==> config.mk <==
export PLATFORM = sky130hd
export DESIGN_NAME = sdmi_core
export DESIGN_NICKNAME = d
export VERILOG_FILES = /design/src/sdmi_pkg.sv /design/src/sdmi_core.sv /design/src/sdmi_colseq.sv
export SDC_FILE = /design/constraint.sdc
export NUM_CORES = 1
export LEC_CHECK = 0
export ABC_AREA = 1
export ABC_CLOCK_PERIOD_IN_PS = 1700
export BUFFER_PORTS_ARGS = -buffer_cell sky130_fd_sc_hd__buf_4
export CAP_MARGIN = 30
export CORE_MARGIN = 4
export CORE_UTILIZATION = 53
export DETAILED_ROUTE_END_ITERATION = 16
export PLACE_DENSITY = 0.77
export SLEW_MARGIN = 30
export SYNTH_ARGS = -nofsm -noshare
export SYNTH_HDL_FRONTEND = slang
export SYNTH_HIERARCHICAL = 1
export SYNTH_SLANG_ARGS = --single-unit
==> constraint.sdc <==
create_clock -name clk -period 1.7 [get_ports clk]
set_clock_uncertainty 0.1 [all_clocks]
set_input_delay 0.34 -clock clk [delete_from_list [all_inputs] [get_ports clk]]
set_output_delay 0.34 -clock clk [all_outputs]
set_load 0.005 [all_outputs]
==> src/sdmi_pkg.sv <==
// package: command codes, mode register layout and geometry for the sdram init and mode block
// Operation
// all command, bank and address inputs are taken on the rising clock edge.
// four banks of 8192 rows; 2048x4, 1024x8 or 512x16 columns.
// access opens with ACTIVE; bank bits pick bank, address bits 0-12 pick row.
// READ/WRITE address gives start column; width decides which bits count.
// controller waits 100 us after power before any real command.
// controller holds clock enable low, raises it during wait, sends inhibit or NOP.
// precharge-all then NOP for recovery time brings all banks idle.
// at least two auto-refreshes, each followed by refresh cycle time of NOPs.
// the two init refreshes may instead follow the mode load.
// mode register powers up unknown; must be loaded before operational commands.
// mode load needs both bank bits zero; value held until rewritten.
// data outputs stay high impedance after a mode load.
// after mode load only NOP or deselect for the mode set delay.
// mode load only with all banks idle, then wait before next operation.
// fields: length 0-2, type 3, latency 4-6, opmode 7-8, write mode 9.
// address bit 12 is meaningless in mode load; controller drives it low.
// lengths 1,2,4,8 both types; full page sequential only; reserved codes unused.
// burst terminate stops a burst, giving arbitrary lengths from full page.
// burst stays in an aligned block of its length and wraps at the boundary.
// full-page burst wraps inside the row until terminated.
// normal operation needs both opmode bits zero; others reserved or test.
// write-single bit set makes writes one location; reads keep programmed length.
// burst-type bit picks sequential or interleaved order within the block.
// read latency is two or three clocks from READ to first data.
// during mode load address bits 0-11 carry the new mode value.
// length codes 000,001,010,011 and 111 full page; latency codes 010,011.
// controller sequences init with counted waits given as clock cycles.
package sdmi_pkg;
	localparam int ROW_BITS       = 13;
	localparam int COL_BITS       = 12;
	localparam int ADDR_BITS      = 13;
	localparam int MODE_BITS      = 13;
	localparam int BL_LSB         = 0;
	localparam int ORDER_POS      = 3;
	localparam int RD_LSB         = 4;
	localparam int OPMODE_LOW_POS = 7;
	localparam int OPMODE_HI_POS  = 8;
	localparam int WSINGLE_POS    = 9;
	localparam int TOP_POS        = 12;
	localparam logic [2:0] BL_ONE  = 3'h0;
	localparam logic [2:0] BL_TWO  = 3'h1;
	localparam logic [2:0] BL_FOUR = 3'h2;
	localparam logic [2:0] BL_EIGHT = 3'h3;
	localparam logic [2:0] BL_PAGE = 3'h7;
	localparam logic [2:0] RD_TWO   = 3'h2;
	localparam logic [2:0] RD_THREE = 3'h3;
	localparam logic [12:0] MODE_RESET = 13'h0000;
	localparam logic [1:0] WIDTH_X4  = 2'h0;
	localparam logic [1:0] WIDTH_X8  = 2'h1;
	localparam logic [1:0] WIDTH_X16 = 2'h2;
	// {cs_n, ras_n, cas_n, we_n}
	localparam logic [3:0] CMD_NOP   = 4'h7;
	localparam logic [3:0] CMD_ACT   = 4'h3;
	localparam logic [3:0] CMD_READ  = 4'h5;
	localparam logic [3:0] CMD_WRITE = 4'h4;
	localparam logic [3:0] CMD_TERM  = 4'h6;
	localparam logic [3:0] CMD_PRE   = 4'h2;
	localparam logic [3:0] CMD_REF   = 4'h1;
	localparam logic [3:0] CMD_LOAD  = 4'h0;
	typedef struct packed {
		logic                 cs_n;
		logic                 ras_n;
		logic                 cas_n;
		logic                 we_n;
		logic                 bank_select_high;
		logic                 bank_select_low;
		logic [ADDR_BITS-1:0] addr;
	} sdmi_cmd_t;
	typedef struct packed {
		logic                 write_single_bit;
		logic                 opmode_bit_high;
		logic                 opmode_bit_low;
		logic [2:0]           read_delay_cycles;
		logic                 burst_order_bit;
		logic [2:0]           burst_count;
	} sdmi_mode_t;
endpackage

==> src/sdmi_core.sv <==
// sdram device side: mode register, bank rows, burst column generation
`timescale 1ns/1ps
`default_nettype none
module sdmi_core
	import sdmi_pkg::*;
#(
	parameter int NBANK = 4,
	parameter logic [1:0] WIDTH = WIDTH_X16
)(
	input  wire logic              clk,
	input  wire logic              rst,
	input  wire logic              cke,
	input  wire sdmi_cmd_t         cmd,
	output sdmi_mode_t             mode,
	output logic                   mode_valid,
	output logic                   mode_legal,
	output logic [NBANK-1:0]       bank_open,
	output logic [ROW_BITS-1:0]    act_row,
	output logic [COL_BITS-1:0]    col_addr,
	output logic                   col_valid,
	output logic                   col_write,
	output logic                   dq_oe,
	output logic                   dq_oe_req
);
	typedef enum logic [2:0] {
		ST_IDLE  = 3'b001,
		ST_BURST = 3'b010,
		ST_DRAIN = 3'b100
	} sdmi_st_t;
	sdmi_st_t state_reg, state_next;
	logic [MODE_BITS-1:0]  mode_reg;
	logic                  mvalid_reg;
	logic [NBANK-1:0]      open_reg;
	logic [ROW_BITS-1:0]   row_reg [NBANK];
	logic [1:0]            bank_reg;
	logic [COL_BITS-1:0]   start_reg;
	logic [COL_BITS-1:0]   step_reg;
	logic                  wr_reg;
	logic [2:0]            blen_reg;
	logic                  ilv_reg;
	logic [COL_BITS-1:0]   col_reg;
	logic                  cvalid_reg;
	logic [2:0]            rdpipe_reg;
	wire logic [3:0]       op;
	wire logic [1:0]       bank;
	wire logic             is_load;
	wire logic             is_act;
	wire logic             is_rw;
	wire logic             is_term;
	wire logic             is_pre;
	wire logic [COL_BITS-1:0] cmask;
	wire logic [COL_BITS-1:0] rw_col;
	wire logic [2:0]       eff_blen;
	wire logic [3:0]       last_step;
	wire logic             burst_done;
	wire logic [COL_BITS-1:0] seq_col;
	wire logic [2:0]       rd_lat;
	// command decode on the rising edge; cke low masks every command
	assign op      = {cmd.cs_n, cmd.ras_n, cmd.cas_n, cmd.we_n};
	assign bank    = {cmd.bank_select_high, cmd.bank_select_low};
	assign is_load = cke && (op == CMD_LOAD) && (bank == 2'h0);
	assign is_act  = cke && (op == CMD_ACT);
	assign is_rw   = cke && ((op == CMD_READ) || (op == CMD_WRITE))
	               && open_reg[bank] && mvalid_reg;
	assign is_term = cke && (op == CMD_TERM);
	assign is_pre  = cke && (op == CMD_PRE);
	// column width per organisation
	assign cmask   = (WIDTH == WIDTH_X4) ? 12'h0BFF :
	                 (WIDTH == WIDTH_X8) ? 12'h03FF : 12'h01FF;
	assign rw_col  = {cmd.addr[11], 1'b0, cmd.addr[9:0]} & cmask;
	// write-single forces length one on writes only
	assign eff_blen = (op == CMD_WRITE && mode_reg[WSINGLE_POS]) ? BL_ONE
	                : mode_reg[BL_LSB +: 3];
	assign last_step = (blen_reg == BL_TWO)   ? 4'h1 :
	                   (blen_reg == BL_FOUR)  ? 4'h3 :
	                   (blen_reg == BL_EIGHT) ? 4'h7 : 4'h0;
	assign burst_done = (blen_reg != BL_PAGE)
	                  && (step_reg == COL_BITS'(last_step));
	assign rd_lat  = mode_reg[RD_LSB +: 3];
	// interleave is ignored at length one and not offered at full page
	assign mode_legal = mvalid_reg
		&& (mode_reg[OPMODE_HI_POS:OPMODE_LOW_POS] == 2'h0)
		&& (rd_lat == RD_TWO || rd_lat == RD_THREE)
		&& (mode_reg[2:0] <= BL_EIGHT
		    || (mode_reg[2:0] == BL_PAGE && !mode_reg[ORDER_POS]));
	sdmi_colseq #(.CW(COL_BITS)) u_seq (
		.start_col  (start_reg),
		.col_mask   (cmask),
		.step       (step_reg),
		.interleave (ilv_reg),
		.blen_code  (blen_reg),
		.col        (seq_col)
	);
	always_comb
	begin
		state_next = state_reg;
		case (state_reg)
			ST_IDLE:  if (is_rw) state_next = ST_BURST;
			ST_BURST:
				if (is_load || is_pre)
					state_next = ST_IDLE;
				else if (is_rw)
					state_next = ST_BURST;
				else if (is_term || burst_done)
					state_next = ST_DRAIN;
			ST_DRAIN: state_next = is_rw ? ST_BURST : ST_IDLE;
			default:  state_next = ST_IDLE;
		endcase
	end
	// mode value from address bits 0-11; bit 12 dropped
	always_ff @(posedge clk)
	begin
		if (rst)
		begin
			mode_reg   <= MODE_RESET;
			mvalid_reg <= 1'b0;
		end
		else if (is_load && open_reg == '0)
		begin
			mode_reg   <= {1'b0, cmd.addr[11:0]};
			mvalid_reg <= 1'b1;
		end
	end
	always_ff @(posedge clk)
	begin
		if (rst)
			open_reg <= '0;
		else if (is_pre)
			open_reg <= cmd.addr[10] ? '0
			          : open_reg & ~(NBANK'(1) << bank);
		else if (is_act)
			open_reg <= open_reg | (NBANK'(1) << bank);
	end
	always_ff @(posedge clk)
		if (is_act)
			row_reg[bank] <= cmd.addr[ROW_BITS-1:0];
	always_ff @(posedge clk)
	begin
		if (rst)
		begin
			state_reg <= ST_IDLE;
			step_reg  <= '0;
		end
		else
		begin
			state_reg <= state_next;
			// wide enough to walk a whole page before wrapping
			step_reg  <= is_rw ? '0 : step_reg + 1'b1;
		end
	end
	always_ff @(posedge clk)
	begin
		if (rst)
		begin
			start_reg <= '0;
			bank_reg  <= 2'h0;
			wr_reg    <= 1'b0;
			blen_reg  <= BL_ONE;
			ilv_reg   <= 1'b0;
		end
		else if (is_rw)
		begin
			start_reg <= rw_col;
			bank_reg  <= bank;
			wr_reg    <= (op == CMD_WRITE);
			blen_reg  <= eff_blen;
			ilv_reg   <= mode_reg[ORDER_POS] && (eff_blen != BL_ONE);
		end
	end
	always_ff @(posedge clk)
	begin
		if (rst)
		begin
			col_reg    <= '0;
			cvalid_reg <= 1'b0;
		end
		else
		begin
			col_reg    <= seq_col;
			cvalid_reg <= (state_reg == ST_BURST);
		end
	end
	// read pipe: bit k set means data due k+1 edges later
	always_ff @(posedge clk)
	begin
		if (rst || is_load)
			rdpipe_reg <= 3'h0;
		else
			rdpipe_reg <= {1'b0, rdpipe_reg[2:1]}
			            | ((state_reg == ST_BURST && !wr_reg)
			               ? ((rd_lat == RD_THREE) ? 3'h2 : 3'h1)
			               : 3'h0);
	end
	assign mode       = sdmi_mode_t'(mode_reg[9:0]);
	assign mode_valid = mvalid_reg;
	assign bank_open  = open_reg;
	assign act_row    = row_reg[bank_reg];
	assign col_addr   = col_reg;
	assign col_valid  = cvalid_reg;
	assign col_write  = wr_reg;
	assign dq_oe_req  = rdpipe_reg[0];
	assign dq_oe      = rdpipe_reg[0] && !is_load;

	chk_load_zero_top: assert property (@(posedge clk) disable iff (rst)
		is_load && open_reg == '0 |=> !mode_reg[TOP_POS])
		else $error("mode bit 12 stored");
	chk_load_takes: assert property (@(posedge clk) disable iff (rst)
		is_load && open_reg == '0 |=> mode_reg[11:0] == $past(cmd.addr[11:0]))
		else $error("mode load value lost");
	chk_load_holds: assert property (@(posedge clk) disable iff (rst)
		!is_load |=> $stable(mode_reg))
		else $error("mode changed without load");
	chk_no_rw_unset: assert property (@(posedge clk) disable iff (rst)
		!mvalid_reg && cke && (op == CMD_READ || op == CMD_WRITE)
		|=> state_reg != ST_BURST)
		else $error("access before mode load");
	chk_oe_after_load: assert property (@(posedge clk) disable iff (rst)
		is_load |=> !dq_oe ##1 !dq_oe)
		else $error("outputs driven after load");
	chk_burst_block: assert property (@(posedge clk) disable iff (rst)
		state_reg == ST_BURST && blen_reg == BL_EIGHT && !is_rw
		|=> col_reg[COL_BITS-1:3] == start_reg[COL_BITS-1:3])
		else $error("burst left its block");
	chk_burst_term: assert property (@(posedge clk) disable iff (rst)
		state_reg == ST_BURST && is_term && !is_rw |=> state_reg == ST_DRAIN)
		else $error("terminate ignored");
	chk_write_single: assert property (@(posedge clk) disable iff (rst)
		is_rw && op == CMD_WRITE && mode_reg[WSINGLE_POS]
		|=> blen_reg == BL_ONE)
		else $error("write burst in single mode");
	chk_read_lat: assert property (@(posedge clk) disable iff (rst)
		state_reg == ST_BURST && !wr_reg && rd_lat == RD_THREE && !is_load
		##1 !is_load |=> dq_oe_req)
		else $error("read latency wrong");
endmodule
`default_nettype wire

==> src/sdmi_colseq.sv <==
// column sequencer: one burst step inside the aligned block or the page
`timescale 1ns/1ps
`default_nettype none
module sdmi_colseq
	import sdmi_pkg::*;
#(
	parameter int CW = COL_BITS
)(
	input  wire logic [CW-1:0] start_col,
	input  wire logic [CW-1:0] col_mask,
	input  wire logic [CW-1:0] step,
	input  wire logic          interleave,
	input  wire logic [2:0]    blen_code,
	output logic      [CW-1:0] col
);
	wire logic [2:0] lo_seq;
	wire logic [2:0] lo_int;
	wire logic [2:0] lo_mask;
	wire logic [2:0] lo_new;
	wire logic [CW-1:0] page_col;
	assign lo_seq   = start_col[2:0] + step[2:0];
	assign lo_int   = start_col[2:0] ^ step[2:0];
	assign lo_mask  = (blen_code == BL_TWO)   ? 3'h1 :
	                  (blen_code == BL_FOUR)  ? 3'h3 :
	                  (blen_code == BL_EIGHT) ? 3'h7 : 3'h0;
	// low bits move, block bits stay: wrap inside the block
	assign lo_new   = ((interleave ? lo_int : lo_seq) & lo_mask)
	                | (start_col[2:0] & ~lo_mask);
	// ones in the unused column bits carry the sum across the x4 gap at
	// bit 10 and out of the top, so the page wraps inside the row
	assign page_col = ((start_col | ~col_mask) + step) & col_mask;
	assign col = (blen_code == BL_PAGE) ? page_col
	           : {start_col[CW-1:3], lo_new};
endmodule
`default_nettype wire

# --- Yosys cells after proc, flatten, opt, wreduce, memory -nomap -nowiden ---
# Memory sizes are Yosys's and may differ from the RTL's. A register that Yosys moved wholly into a read port is not among the register bits.
# Cells that the tools add are included.
classes:
  n_addsub: 3
  n_mux: 26
  n_bitwise: 9
  n_reduce_logical: 35
  n_shift: 1
  n_lt_le_gt_ge: 2
  eq_ne: 19
  n_div: 0
  multipliers: 0
op_table:
  columns: ["cell", "n"]
  rows:
  - ["$mux W3", 12]
  - ["$logic_and A1 B1 Y1", 18]
  - ["$eq A3 B2 Y1 const B", 5]
  - ["$add A12 B1 Y12 const B", 1]
  - ["$eq A12 B3 Y1", 1]
  - ["$eq A4 B3 Y1 const B", 3]
  - ["$mux W4", 3]
  - ["$mux W2", 5]
  - ["$add A9 B9 Y9", 1]
  - ["$eq A3 B3 Y1 const B", 3]
  - ["$mux W9", 1]
  - ["$pmux W3 S3", 1]
  - ["$eq A4 B2 Y1 const B", 2]
  - ["$logic_not A4 Y1", 2]
  - ["$and A3 B3 Y3", 2]
  - ["$eq A3 B1 Y1 const B", 2]
  - ["$logic_or A1 B1 Y1", 6]
  - ["$and A4 B4 Y4", 1]
  - ["$logic_not A2 Y1", 2]
  - ["$ne A4 B4 Y1 const B", 1]
  - ["$not A4 Y4", 1]
  - ["$or A4 B4 Y4", 1]
  - ["$shl A1 B2 Y4 const A", 1]
  - ["$add A3 B3 Y3", 1]
  - ["15 further kinds", 19]
word_totals:
  latchBits: 0
  mem_count: 1
  ram_bits: 52
  romBits: 0
  regBits: 59
  elab_cells: 109
mem_list:
  columns: ["name", "words", "word_bits", "rd", "rd_ports_with_merged_regs", "wr", "line_no", "source"]
  rows:
  - ["row_reg", 4, 13, 1, 1, 1, "sdmi_core.sv:34", "logic [ROW_BITS-1:0] row_reg [NBANK];"]

# --- Logic depth before layout (Yosys ltp) ---
# Gate-level depths: netlist (run 1).
depth:
  depth_word: 11
  depth_mapped: 15
  mapped_depth_nobuf: 15

# --- Hierarchy ---
# The synthesis (run 1) kept the hierarchy.
by_module_without_submodules:
  columns: ["mod", "seq_area_each_um2", "area_per_inst_um2", "n_inst", "cells_per_inst"]
  rows:
  - ["sdmi_core", 2822.7, 4461.8, 1, 475]
  - ["sdmi_colseq", 0.0, 1038.5, 1, 202]

# --- Least setup slack after synthesis (run 1) ---
# No wires, ideal clock.
synth_path:
  path_kind: "in2reg"
  start: "input cmd[18] in the netlist's numbering"
  end: "memory row_reg[1][0] (enable)"
  n_path_buf: 0
  stages: 5
  setup_slack_ps: -152
  arrival_ps: 1369
  required_time_ps: 1218
  setup_time_ps: 382
  path_cell_list: "inv_1 -> nand2_1 -> nor2_4 -> nand3_1 -> nor2_1"
synth_via:
  elab_chain_len: 4
synth_lines:
  columns: ["element", "line_no", "source"]
  rows:
  - ["start: declaration", "sdmi_core.sv:13", "input wire sdmi_cmd_t cmd,"]
  - ["$eq A4 B2 Y1", "sdmi_core.sv:62", "assign is_act = cke && (op == CMD_ACT);"]
  - ["$logic_and A1 B1 Y1", "sdmi_core.sv:62", null]
  - ["$mux W1", "sdmi_core.sv:135", "if (is_act)"]
  - ["$mux W1 (implied by the code)", "sdmi_core.sv:136", "row_reg[bank] <= cmd.addr[ROW_BITS-1:0];"]
  - ["end: declaration", "sdmi_core.sv:34", null]
# No other way between the ends.

# --- Final worst setup path (run 1) ---
layout_path:
  start: "register step_reg[7]"
  end: "register col_reg[8] (netlist: col_addr[8])"
layout_via:
  elab_chain_len: 2
layout_lines:
  columns: ["element", "line_no", "source"]
  rows:
  - ["start: declaration", "sdmi_core.sv:37", "logic [COL_BITS-1:0] step_reg;"]
  - ["start signal: assignment", "sdmi_core.sv:148", "step_reg <= is_rw ? '0 : step_reg + 1'b1;"]
  - ["$add A9 B9 Y9", "sdmi_colseq.sv:31", "assign page_col = ((start_col | ~col_mask) + step) & col_mask;"]
  - ["$mux W9", "sdmi_colseq.sv:32", "assign col = (blen_code == BL_PAGE) ? page_col"]
  - ["net seq_col[8]", "sdmi_core.sv:56", "wire logic [COL_BITS-1:0] seq_col;"]
  - ["end signal: assignment", "sdmi_core.sv:179", "col_reg <= seq_col;"]
  - ["end: declaration", "sdmi_core.sv:41", "logic [COL_BITS-1:0] col_reg;"]
# The timed path passes the listed nets, and every way through them passes these cells.
# A chain may end at the register's enable or synchronous reset.

==> impl_metrics.ini, run 1 <==
[outcome]
status = finished with violations
violations = setup timing

[worst_setup_path]
end_kind = flip-flop
worst-setup-path-type = reg2reg
arrival_ns = 2.32
cp-start-kind = flip-flop
critical_path_peak_fanout = 5
crit_required_ns = 2.04

[yosys]
synth_seq_cells = 115
synthesis.area_sq_mm = 0.00550
synth-edff-count = 52
synth_most_common_cell = nor2_1
async_reset_ff_share_pct = 0
synth_top_area_share_pct = 28.4
synth_cells = 677
synthTopCellsByCount = 124 x nor2_1, 113 x nand2_1, 95 x inv_1, 63 x dfxtp_1, 52 x edfxtp_1
postSynthAreaPerCell_sq_um = 8.12
synthDistinctLibCells = 40
synth_warnings = 6
ys_seq_area_share_pct = 51.3
synth_top_cell_by_area = edfxtp_1
ys.flop_type = dfxtp_1
yosys-top-cells-area = edfxtp_1 28%, dfxtp_1 23%, nor2_1 8.5%, nand2_1 7.7%, inv_1 6.5%

[sta]
post-route-period-util_pct = 116
fin_crit_ns = 1.98
holdWs_ns = 0.0828
setup_slack_ns = -0.280
tns_ns = -3.99
setup_violations = 21
grt_setup_unrepaired = true
max_freq_mhz = 505
timing_max_transition_violations_final = 0
hold_viol = 0

[power]
p_int_mw = 5.26
p_switching_mw = 1.57
seqPwrFrac_pct = 42.7
ir_worst_vdd_mv = 0.585
power_density_mw_per_mm2 = 856
pwr-share-comb_pct = 7.7
leakage_nw = 3.42
swShare_pct = 23.0
total_power_mw = 6.84
p_clk_share_pct = 49.6

[place]
port_buffers = 66
placed_cells_incl_taps = 930
dpl.hpwl_um = 9750
place_area_sq_mm = 0.00665
pre_cts_ws_ns = -0.178
place.gp.congestion = 0.884

[flow_run]
drv_cap = 0

[grt]
use_met2_pct = 46.5
grt_max_degree = 21
antenna_found_initial = 0
gr-total-overflow = 0
grtUsageTotal_pct = 25.7
use_met1_pct = 28.8
grt_pass1_vias = 5099
top_usage_layer = met2
grt_pass1_wl_um = 23900
met3_usage_pct = 5.05

[finish]
largest_reg_flops = 52
n_fill_cell = 604
final_net_count = 886
stdcell_count = 994
antennaDiodeCount = 0
area_delta_synth_final_pct = 45.2
final_util_pct = 80.2
stdcell_area_sq_mm = 0.00799
final-seq-area_sq_mm = 0.00286
multi_input_area_sq_mm = 0.00273
drive_gt1_share_pct = 32.2

[routing]
wl_um = 16400
drc_errors = 0
dr.pass1.iters = 7
drtIter0Drc = 321
via_per_inst = 5.44
final_antenna_net_count = 0
post_drt_wl_per_cell_um = 16.5
vias = 5408

[die]
pin_count = 67
die-area_sq_mm = 0.0121
initial_core_util_pct = 55.3
die_w_um = 110
std_cell_rows = 36
core_sq_mm = 0.00995
chipHeight_um = 110

[cts]
cts.htree.levels = 4
cts_sinks = 115
clock_path_buffers = 2
cts_root_buffer = clkbuf_8
clk_latency_ns = 0.50
cts_tree = built
path_clk_slew_ns = 0.06
numCtsBuffers = 17

[min_path]
min_path_type = in2reg
==> path summary, 6_finish.rpt <==
| check | start | endpoint | slack, ns | cells past startpoint |
|---|---|---|---|---|
| worst min-delay path | cmd[16] | bank_open[1] | 0.08 | 3 |
| worst min register to register | rdpipe_reg[1] | rdpipe_reg[0] | 0.39 | 2 |
| worst max-delay path | step_reg[7] | col_addr[8] | -0.28 | 10 |
| worst max register to register | step_reg[7] | col_addr[8] | -0.28 | 10 |
==> power groups by stage <==
stage | Combinational [mW] | Sequential, mW | Clock (mW)
floorplan | 0.198 | 2.98 | 0
global placement | 0.365 | 2.98 | 0
detailed placement | 0.376 | 2.98 | 0
CTS | 0.443 | 2.92 | 3.41
global route | 0.571 | 2.92 | 3.54
finish | 0.524 | 2.92 | 3.39
==> kinds of logic (layout without fill, tap and decap cells) <==
logic type,after synthesis,after routing,synth area share [%]
AOI/OAI and AO/OA,116,116,11.8
xor gates and xnor gates,6,6,0.955
adders and majority gates,16,16,3.91
buffers and inverters,115,275,8.28
DFF,115,115,51.3
other,2,26,0.137
and+or+nand+nor,307,307,23.6
==> area by class of cell <==
type,count,share of cell area [%]
Clock buffer,20,5.45
Clock inverter,12,1.66
Inverter,96,4.62
Multi-Input combinational cell,471,34.2
Sequential cell,115,35.8
Tap cell,133,2.08
Timing Repair Buffer,147,16.2
==> layer usage <==
layer | vias to the layer above | share of wire (%)
met1 | 2571 | 38
met2 | 243 | 53
met3 | 37 | 5.8
li1 | 2557 | -
met5 | - | 0
met4 | 0 | 2.6
==> what timing repair did <==
item	in CTS	in global routing
gates resized for setup	78	62
buffers inserted	8	9
pin swaps	19	25
setup endpoints to repair	23	32
hold buffers	13	0
endpoints found under the hold margin	52	0
gates cloned	3	0
==> layout by cell type (no fill, tap or decap), drive strengths merged, types with 4 or more instances in the layout <==
cell and instances:
a211oi 9, a21oi 31, buf 134, clkbuf 20, clkinv 4, clkinvlp 6, conb 26, dfxtp 63
dlygate4sd3 13, edfxtp 52, ha 14, inv 96, nand2 116, nand3 36, nand3b 7, nand4 8
nor2 126, nor3 9, o21ai 53, o22ai 14, or2 4, xor2 5
==> critical path, cell delays in order (launching register included) <==
cell and delay (ns):
dfxtp_1 0.46, ha_2 0.37, nand2_1 0.13, nand2_1 0.10, nor2_1 0.21, nand2_1 0.10
nand2_1 0.07, nand2_1 0.08, o21ai_2 0.13, inv_1 0.05, nor2_1 0.09
No activity file was read; power rests on OpenSTA's default activity.
==> run 2, diff against run 1 <==
--- a/config.mk
+++ b/config.mk
@@ -12,6 +12,7 @@
 export CORE_MARGIN = 4
 export CORE_UTILIZATION = 53
 export DETAILED_ROUTE_END_ITERATION = 16
+export GPL_TIMING_DRIVEN = 0
 export PLACE_DENSITY = 0.77
 export SLEW_MARGIN = 30
 export SYNTH_ARGS = -nofsm -noshare
==> run 2 against run 1 <==
Against the previous run: the flow still finishes with violations (setup timing); global-route usage up 0.58 points; first-iteration DRC count up 44%; count of clock-buffer cells in the layout decreased by 1; design area down 4.8%; critical path depth is 5 lower; flip-flop and latch count stayed put; clock power increased by 6%; combinational power shrank 9.2%; sequential share of layout area is 1.8 points higher.
==> impl_metrics.ini, run 2 (synthesis gave the netlist of run 1 again) <==
[worst_setup_path]
critical_path_peak_fanout = 10
worst_path_max_delay_cell = dfxtp_4
cp_cell_sequence = clkinvlp_4 > buf_6 > nor2_2 > o22ai_2 > buf_4
cpPeakStageDelay_ns = 0.39
path_buf_inv = 3
arrival_ns = 1.66
end_kind = primary output
crit_family = buffers and inverters
worst-setup-path-type = reg2out
cp-start-kind = flip-flop
crit_required_ns = 1.26

[min_path]
min_path_type = in2reg

[grt]
grt_pass1_wl_um = 24200
gr-total-overflow = 0
grt_max_degree = 17
grt_pass1_vias = 5066
antenna_found_initial = 0
grtUsageTotal_pct = 26.3

[routing]
via_per_inst = 5.40
drtIter0Drc = 463
dr.pass1.iters = 5
final_antenna_net_count = 0
wl_um = 15700
post_drt_wl_per_cell_um = 16.3
drc_errors = 0
vias = 5211

[sta]
hold_viol = 0
setup_violations = 20
timing_max_transition_violations_final = 0
grt_setup_unrepaired = true
tightest_slew_ns = 0.631
holdWs_ns = 0.0288
post-route-period-util_pct = 123
max_freq_mhz = 477
relSlewSlack_pct = 57.9
fin_crit_ns = 2.10
setup_slack_ns = -0.396

[place]
dpl.hpwl_um = 10000
place.gp.congestion = 0.946
place_area_sq_mm = 0.00633
port_buffers = 66

[die]
die_w_um = 110
std_cell_rows = 36
core_sq_mm = 0.00995
initial_core_util_pct = 55.3
chipHeight_um = 110
die-area_sq_mm = 0.0121
pin_count = 67

[outcome]
violations = setup timing
status = finished with violations

[cts]
clock_path_buffers = 2
cts_tree = built
cts.htree.levels = 4
numCtsBuffers = 17
path_clk_slew_ns = 0.06
cts_root_buffer = clkbuf_8
clk_latency_ns = 0.52
cts_sinks = 115

[finish]
final_net_count = 857
area_delta_synth_final_pct = 38.1
antennaDiodeCount = 0
drive_gt1_share_pct = 27.5
final_common_cell = nor2_1
stdcell_area_sq_mm = 0.00760
final_cell_mix = 113 x nor2_1, 102 x nand2_1, 85 x buf_4, 82 x inv_1, 52 x edfxtp_1
n_fill_cell = 670
largest_reg_flops = 52

[flow_run]
drv_cap = 0

[power]
leakage_nw = 3.24
power_density_mw_per_mm2 = 919
ir_worst_vdd_mv = 0.616
run 2: final cells by class:
class / count / area, sq um / share of cell area (%)
sequential: 115 / 2860 / 37.6
tap: 133 / 166 / 2.19
clock buffer: 19 / 442 / 5.81
clock inverter: 13 / 159 / 2.09
timing repair buffer: 100 / 802 / 10.6
inverter: 96 / 364 / 4.79
multi-input combinational: 471 / 2680 / 35.2
buffer: 18 / 131 / 1.73
run 2: per-stage QoR:
stage	util (%)	TNS [ns]	power, mW	instances	setup slack [ns]
after floorplan	-	-7.90	3.18	701	-0.152
after global placement	63.5	-42.68	3.31	900	-0.757
after detailed placement	63.6	-33.40	3.32	900	-0.565
after CTS	73.9	-5.62	6.93	955	-0.399
after global routing	76.3	-7.27	7.19	965	-0.457
final	76.3	-5.29	6.99	965	-0.396
run 2: worst reg2reg max path: stages (launching register included):
cell and delay, ns:
dfxtp_4 0.37, inv_2 0.05, nand2_2 0.08, ha_4 0.15
inv_2 0.04, fa_2 0.33, inv_2 0.09, nand3_2 0.10
nand3_4 0.10, nand2_2 0.07, nand2_1 0.06, nand2_1 0.05
nand2_1 0.05, o21ai_1 0.05, inv_1 0.05, nor2_1 0.03
run 2: worst paths after layout:
path / start / end / slack [ns] / cells after the start
max: flip-flop / act_row[9] / -0.40 / 5
min: rst / rdpipe_reg[1] / 0.03 / 4
max reg2reg: start_reg[0] / col_addr[8] / -0.18 / 15
min reg2reg: rdpipe_reg[1] / rdpipe_reg[0] / 0.35 / 2
run 2: metal layers:
| layer | vias to the layer above | share of wire (%) | global-route usage (%) |
|---|---|---|---|
| met5 | - | 0 | 0 |
| met3 | 44 | 6.0 | 5.75 |
| met4 | 0 | 2.7 | 8.37 |
| met1 | 2465 | 39 | 30.5 |
| li1 | 2493 | - | - |
| met2 | 209 | 53 | 47.9 |
run 2: what timing repair did:
action	CTS	global route
resized for setup	77	49
pin swaps	16	15
buffers inserted	11	11
hold buffers	13	0
hold endpoints to repair	52	0
setup endpoints to repair	24	69
run 2: report_power, final:
group          leakage [nW]  total, mW  switching, mW  internal [mW]
sequential            0.986       2.93         0.0241           2.91
combinational          1.97      0.476          0.271          0.205
clock                 0.291       3.58           1.28           2.30
